--- src/dpw_defs.svh ---
// Purpose: Timing constants for the dual-port RAM write-cycle host controller
// Assumes: 10 MHz clock, 100 ns period; slowest speed grade figures by default
// Notes:   Least times round up to whole cycles, never below one
`ifndef DPW_DEFS_SVH
`define DPW_DEFS_SVH

`define DPW_CLK_NS      100
// Slowest grade minimums, in ns
`define DPW_T_WP_NS     55
`define DPW_T_EW_NS     90
`define DPW_T_AW_NS     90
`define DPW_T_DW_NS     40
`define DPW_T_WZ_NS     40
`define DPW_T_WR_NS     0
`define DPW_T_BAA_NS    50
`define DPW_T_AS_NS     0
`define DPW_T_DH_NS     0

`define DPW_CYC(ns)     ((((ns) + `DPW_CLK_NS - 1) / `DPW_CLK_NS) < 1 ? 1 : \
                         (((ns) + `DPW_CLK_NS - 1) / `DPW_CLK_NS))
`define DPW_MAX(a, b)   ((a) > (b) ? (a) : (b))

`define DPW_CNT_W       4
`define DPW_CNT_ONE     4'h1

`endif

--- src/dpw_pkg.sv ---
// Purpose: Types shared by the dual-port RAM write-cycle host controller
// Assumes: 1K x 8 port, active-low controls
// Notes:   Pin group carried as one packed struct
package dpw_pkg;

   typedef enum logic [2:0] {
      DPW_IDLE,
      DPW_SETUP,
      DPW_PULSE,
      DPW_RECOVER,
      DPW_HOLD
   } dpw_state_e;

   typedef struct packed {
      logic       chip_sel_n;
      logic       rw_n;
      logic       out_en_n;
      logic [9:0] addr;
      logic [7:0] data_out;
      logic       data_oe;
   } dpw_pins_s;

endpackage : dpw_pkg

--- src/dpw_host.sv ---
// Purpose: Host controller issuing write cycles to one port of a dual-port RAM
// Assumes: Single clock; request held with data until accepted
// Notes:   Timing counts come from the slowest grade; parameters may shorten them
`include "dpw_defs.svh"
`timescale 1ns/1ps
`default_nettype none

module dpw_host
   import dpw_pkg::*;
#(
   parameter int ADDR_W    = 10,
   parameter int DATA_W    = 8,
   parameter int T_WP_NS   = `DPW_T_WP_NS,
   parameter int T_EW_NS   = `DPW_T_EW_NS,
   parameter int T_AW_NS   = `DPW_T_AW_NS,
   parameter int T_DW_NS   = `DPW_T_DW_NS,
   parameter int T_WZ_NS   = `DPW_T_WZ_NS,
   parameter int T_BAA_NS  = `DPW_T_BAA_NS
) (
   input  wire logic              clock,
   input  wire logic              rst,
   input  wire logic              wr_req,
   input  wire logic [ADDR_W-1:0] wr_addr,
   input  wire logic [DATA_W-1:0] wr_data,
   input  wire logic              keep_oe_low,
   input  wire logic              master_slave,
   output logic                   wr_ready,
   output logic                   wr_done,
   output var dpw_pins_s          pins
);

   // ======================================================================
   // Cycle counts
   // Data may not be driven while outputs can still be on, so data setup
   // starts only after the turn-off time when output enable is low.
   // Counts are four bits wide, so no single phase may need more than
   // fifteen cycles; faster clocks or longer timings need a wider counter.
   localparam int C_WP   = `DPW_CYC(T_WP_NS);
   localparam int C_EW   = `DPW_CYC(T_EW_NS);
   localparam int C_AW   = `DPW_CYC(T_AW_NS);
   localparam int C_DW   = `DPW_CYC(T_DW_NS);
   localparam int C_WZ   = `DPW_CYC(T_WZ_NS);
   localparam int C_BAA  = `DPW_CYC(T_BAA_NS);
   localparam int C_BASE = `DPW_MAX(`DPW_MAX(C_WP, C_EW), `DPW_MAX(C_AW, C_DW));
   localparam int C_OEL  = `DPW_MAX(C_BASE, C_WZ + C_DW);
   localparam logic [`DPW_CNT_W-1:0] N_BASE = C_BASE[`DPW_CNT_W-1:0];
   localparam logic [`DPW_CNT_W-1:0] N_OEL  = C_OEL[`DPW_CNT_W-1:0];
   localparam logic [`DPW_CNT_W-1:0] N_WZ   = C_WZ[`DPW_CNT_W-1:0];
   localparam logic [`DPW_CNT_W-1:0] N_BAA  = C_BAA[`DPW_CNT_W-1:0];

   // ======================================================================
   // State decodes
   function automatic logic in_pulse(input dpw_state_e s);
      return (s == DPW_PULSE);
   endfunction : in_pulse

   function automatic logic in_cycle(input dpw_state_e s);
      return (s != DPW_IDLE);
   endfunction : in_cycle

   // ======================================================================
   // Sequencer
   dpw_state_e             state, next_state;
   logic [`DPW_CNT_W-1:0]  cnt, next_cnt;
   logic [ADDR_W-1:0]      addr, next_addr;
   logic [DATA_W-1:0]      data, next_data;
   logic                   oe_low, next_oe_low;
   logic                   drive, next_drive;
   logic                   done, next_done;

   always_comb begin
      next_state  = state;
      next_cnt    = cnt;
      next_drive  = drive;
      next_done   = 1'b0;
      unique case (state)
         DPW_IDLE: begin
            if (wr_req) begin
               // Master/slave setup holds off the pulse for the busy delay
               next_cnt    = master_slave ? N_BAA : `DPW_CNT_ONE;
               next_state  = DPW_SETUP;
            end
         end
         DPW_SETUP: begin
            if (cnt <= `DPW_CNT_ONE) begin
               next_state = DPW_PULSE;
               next_cnt   = oe_low ? N_OEL : N_BASE;
               next_drive = !oe_low;
            end else begin
               next_cnt = cnt - `DPW_CNT_ONE;
            end
         end
         DPW_PULSE: begin
            // With output enable low, drive only after the turn-off time
            if (oe_low && (cnt == N_OEL - N_WZ + `DPW_CNT_ONE)) begin
               next_drive = 1'b1;
            end
            if (cnt <= `DPW_CNT_ONE) begin
               next_state = DPW_RECOVER;
            end else begin
               next_cnt = cnt - `DPW_CNT_ONE;
            end
         end
         DPW_RECOVER: begin
            // Controls rise together; data held two more cycles, through RECOVER and HOLD
            next_state = DPW_HOLD;
         end
         DPW_HOLD: begin
            next_drive = 1'b0;
            next_done  = 1'b1;
            next_state = DPW_IDLE;
         end
         default: next_state = DPW_IDLE;
      endcase
   end

   always_ff @(posedge clock or posedge rst) begin
      if (rst) begin
         state  <= DPW_IDLE;
         cnt    <= '0;
         drive  <= 1'b0;
         done   <= 1'b0;
      end else begin
         state  <= next_state;
         cnt    <= next_cnt;
         drive  <= next_drive;
         done   <= next_done;
      end
   end

   // ======================================================================
   // Request capture
   // Address, data and mode are latched only at the take, while both
   // controls are high, so later changes on the request side never reach
   // the pins in mid-cycle.
   logic take;

   always_comb begin
      take        = wr_req && !in_cycle(state);
      next_addr   = addr;
      next_data   = data;
      next_oe_low = oe_low;
      if (take) begin
         // Address moves only here, with both controls high
         next_addr   = wr_addr;
         next_data   = wr_data;
         next_oe_low = keep_oe_low;
      end
   end

   always_ff @(posedge clock or posedge rst) begin
      if (rst) begin
         addr   <= '0;
         data   <= '0;
         oe_low <= 1'b0;
      end else begin
         addr   <= next_addr;
         data   <= next_data;
         oe_low <= next_oe_low;
      end
   end

   // ======================================================================
   // Control pins
   // Controls come from flip-flops: a decode of the state bits could
   // glitch low between states and start a stray write in the RAM.
   // Both controls fall on one edge so chip select is never earlier than
   // read/write, keeping the port outputs off when output enable is low.
   logic ctrl_n, next_ctrl_n;
   logic oe_n,   next_oe_n;

   always_comb begin
      next_ctrl_n = !in_pulse(next_state);
      next_oe_n   = !(next_oe_low && in_cycle(next_state));
   end

   always_ff @(posedge clock or posedge rst) begin
      if (rst) begin
         ctrl_n <= 1'b1;
         oe_n   <= 1'b1;
      end else begin
         ctrl_n <= next_ctrl_n;
         oe_n   <= next_oe_n;
      end
   end

   // ======================================================================
   // Outputs
   assign pins.chip_sel_n = ctrl_n;
   assign pins.rw_n       = ctrl_n;
   assign pins.out_en_n   = oe_n;
   assign pins.addr       = addr;
   assign pins.data_out   = data;
   assign pins.data_oe    = drive;

   // ======================================================================
   // Handshake
   // Ready is a plain decode; a request seen while busy is dropped with
   // no indication, so the requester must wait for ready itself.
   assign wr_ready = !in_cycle(state);
   assign wr_done  = done;

endmodule : dpw_host

`default_nettype wire

--- config.mk ---
export PLATFORM = sky130hd
export DESIGN_NAME = dpw_host
export DESIGN_NICKNAME = d
export VERILOG_FILES = /design/src/dpw_pkg.sv /design/src/dpw_host.sv
export VERILOG_INCLUDE_DIRS = /design/src /design/src/src
export SDC_FILE = /design/constraint.sdc
export NUM_CORES = 1
export LEC_CHECK = 0
export ABC_CLOCK_PERIOD_IN_PS = 2400
export BUFFER_PORTS_ARGS = -buffer_cell sky130_fd_sc_hd__buf_2
export CORE_UTILIZATION = 50
export DETAILED_ROUTE_END_ITERATION = 8
export PLACE_DENSITY = 0.83
export SLEW_MARGIN = 40
export SYNTH_ARGS = -nofsm -noshare
export SYNTH_HDL_FRONTEND = slang
export SYNTH_SLANG_ARGS = --single-unit
--- constraint.sdc ---
create_clock -name clock -period 2.4 [get_ports clock]
set_input_delay 0.24 -clock clock [delete_from_list [all_inputs] [get_ports clock]]
set_output_delay 0.24 -clock clock [all_outputs]
set_load 0.03 [all_outputs]
==> out/qor.yml <==
outcome:
  status: "finished, violations left"
  violations: "design-rule violations"
grt:
  antenna_found_initial: 0
  grt_first_pass_wirelength_mm: 4.97
  grt-ovfl-total: 0
  grt_max_degree: 31
  grtUsageTotal: 0.207
  grt_pass1_vias: 1059
route:
  drc: 10
  drt_iter0_markers: 29
  wl_mm: 3.04
  first_pass_iters: 6
  avgRoutedWirePerCell_um: 15.0
  postRouteAntennaNets: 0
  post_drt_via_cell_ratio: 5.38
  vias: 1092
critical_path:
  crit_arrival_ns: 2.07
  end_kind: "flip-flop"
  critPathMaxFanout: 6
  criticalPathCategory: "flip-flop to flip-flop"
  r2r_end: "cnt[3]$_DFFE_PP0P_"
  cp.required_ns: 2.64
  r2r-start: "cnt[0]$_DFFE_PP0P_"
  rr_worst_depth: 6
  critPathLaunchType: "flip-flop"
  r2r_slack_ns: 0.57
placement:
  pre_cts_slack_ns: 0.588
  hpwl_mm: 2.24
  port_buffers: 45
  gp_congestion: 0.861
  dp.cells: 194
  placed_area_um2: 1730
clocking:
  cts_root_buf: "clkbuf_4"
  cts_buffers: 5
  cts.reportedPaths.clkPinSlew_ns: 0.10
  ctsHtreeMaxLevel: 2
  cts_tree: "done"
  clk_latency_ns: 0.34
  clock_path_buffers: 2
  clock_sinks: 30
  post_cts_buffers: 0
logic_synthesis:
  syn_inst: 125
  ys_seq_area_frac: 0.492
  ys_seq_elements: 30
  synth_warnings: 0
  async_flop_share: 1.00
  synthesis.nets: 151
  synthDistinctLibCells: 40
  synth_top_area_share: 0.458
  ys_top_cells_by_area: "dfrtp_1 46%, mux2_4 9.8%, mux2_2 6.6%"
  synth_flop_cell: "dfrtp_1"
  syn-cell-area_um2: 1530
  synth_top_cell_by_area: "dfrtp_1"
  synth_edf_count: 0
  avgSynthCellArea_um2: 12.2
finish:
  nets: 197
  mostFrequentLayoutCells: "45 x buf_2, 28 x dfrtp_1, 10 x mux2_4"
  finalInstanceArea_um2: 1800
  layout_commonest_cell: "buf_2"
  n_fill_cell: 225
  diodes: 0
  drive_gt1_frac: 0.488
  fin_cells: 203
  seqCellArea_um2: 753
  syn_to_final_growth_pct: 17.9
  multi_input_area_um2: 672
floorplanning:
  coreArea_um2: 2830
  die_w_um: 57.3
  initial_core_util: 0.541
  die_h_um: 57.3
  placement_rows: 19
  ios: 47
  die_area_um2: 3290
run:
  drv_cap: 0
timing:
  slew_violations: 0
  relSlewSlack: 0.666
  finalSetupTns_ns: 0
  fin_crit_ns: 1.83
  finalHoldViolCount: 0
  setup_slack_ns: 0.572
  rsz0062_at_grt: "no"
  setup-violations-final: 0
  finalClockSkew_ns: 0.00916
  min_period_over_period: 0.761
  fmax_ghz: 0.547
  worst_pin_slew_ns: 0.501
worst_hold_path:
  min_from: "wr_addr[6]"
  hold_class: "input port to flip-flop"
  min_path_cells: 2
  holdPathEnd: "addr[6]$_DFFE_PP0P_"
power:
  power_density_nw_per_um2: 1570
  power_leakage_nw: 0.864
  peakVddDrop_mv: 0.808
timing repair:
item | CTS | global route
gates resized for setup | 0 | 0
hold buffers | 1 | 0
hold endpoints to repair | 28 | 0
kinds of logic after synthesis:
| kind of cell | count (synthesis) | share of synthesized area |
|---|---|---|
| compound gates | 26 | 0.138 |
| fa+ha+maj | 3 | 0.0245 |
| buf+inv | 16 | 0.0687 |
| flops | 30 | 0.492 |
| mux | 19 | 0.164 |
| simple gates | 31 | 0.112 |
cell type report:
cell class,instances,area share
Inverter,7,0.0146
Tap cell,31,0.0215
Multi-Input combinational cell,79,0.372
Clock inverter,2,0.00693
Sequential cell,30,0.417
Clock buffer,6,0.0284
Timing Repair Buffer,48,0.139
worst max path at each step:
stage	from	depth (start not counted)	endpoint	slack [ns]
4_1_cts	cnt[0]$_DFFE_PP0P_	6	cnt[3]$_DFFE_PP0P_	0.58
3_3_place_gp	cnt[0]$_DFFE_PP0P_	6	cnt[3]$_DFFE_PP0P_	0.66
5_1_grt	cnt[0]$_DFFE_PP0P_	6	cnt[3]$_DFFE_PP0P_	0.47
3_5_place_dp	cnt[0]$_DFFE_PP0P_	6	cnt[3]$_DFFE_PP0P_	0.59
6_report	cnt[0]$_DFFE_PP0P_	6	cnt[3]$_DFFE_PP0P_	0.57
2_1_floorplan	state[0]$_DFF_PP0_	5	addr[4]$_DFFE_PP0P_	0.61
registers in the layout, indices dropped and copies added, names as in the netlist:
register  flops
addr         10
oe_n          1
data          8
wr_done       1
cnt           4
drive         1
ctrl_n        1
oe_low        1
state         3
Yosys cell counts, types with 2 or more instances:
master	n
nor2_1	8
or3_1	2
nand3_1	2
nand2b_1	3
o211ai_1	4
dfrtp_1	28
a21oi_1	4
nand2_1	4
a41oi_1	2
dfstp_2	2
buf_2	2
o21ai_0	5
mux2_2	9
ha_1	3
nor3_1	3
buf_4	5
inv_1	7
mux2_4	10
worst max-delay path, stage by stage (launching register included):
cell      delay [ns]
dfrtp_1         0.44
inv_1           0.09
ha_1            0.24
or2_4           0.26
a211oi_4        0.27
o221ai_2        0.17
o311ai_2        0.26
power by group:
| part | switching, mW | internal [mW] | leakage, nW |
|---|---|---|---|
| Combinational | 0.919 | 0.642 | 0.470 |
| Sequential | 0.210 | 0.751 | 0.360 |
| Clock | 0.178 | 0.140 | 0.0343 |
stage by stage:
stage | total power [mW] | utilization | hold slack (ns)
4_1_cts | 2.86 | 0.638 | 0.114
3_5_place_dp | 2.53 | 0.612 | 0.356
3_3_place_gp | 2.47 | 0.612 | 0.318
5_1_grt | 3.03 | 0.638 | 0.116
2_1_floorplan | 2.21 | - | 0.329
6_report | 2.84 | 0.638 | 0.122
layer usage:
metal  up-vias  GRT usage  share of wire
met1       513      0.265           0.43
met4         0      0.115          0.018
met5         -          0              0
met3         8     0.0499          0.067
met2        38      0.324           0.48
li1        533          -              -
Note: power is estimated with default switching activity, not from simulation.
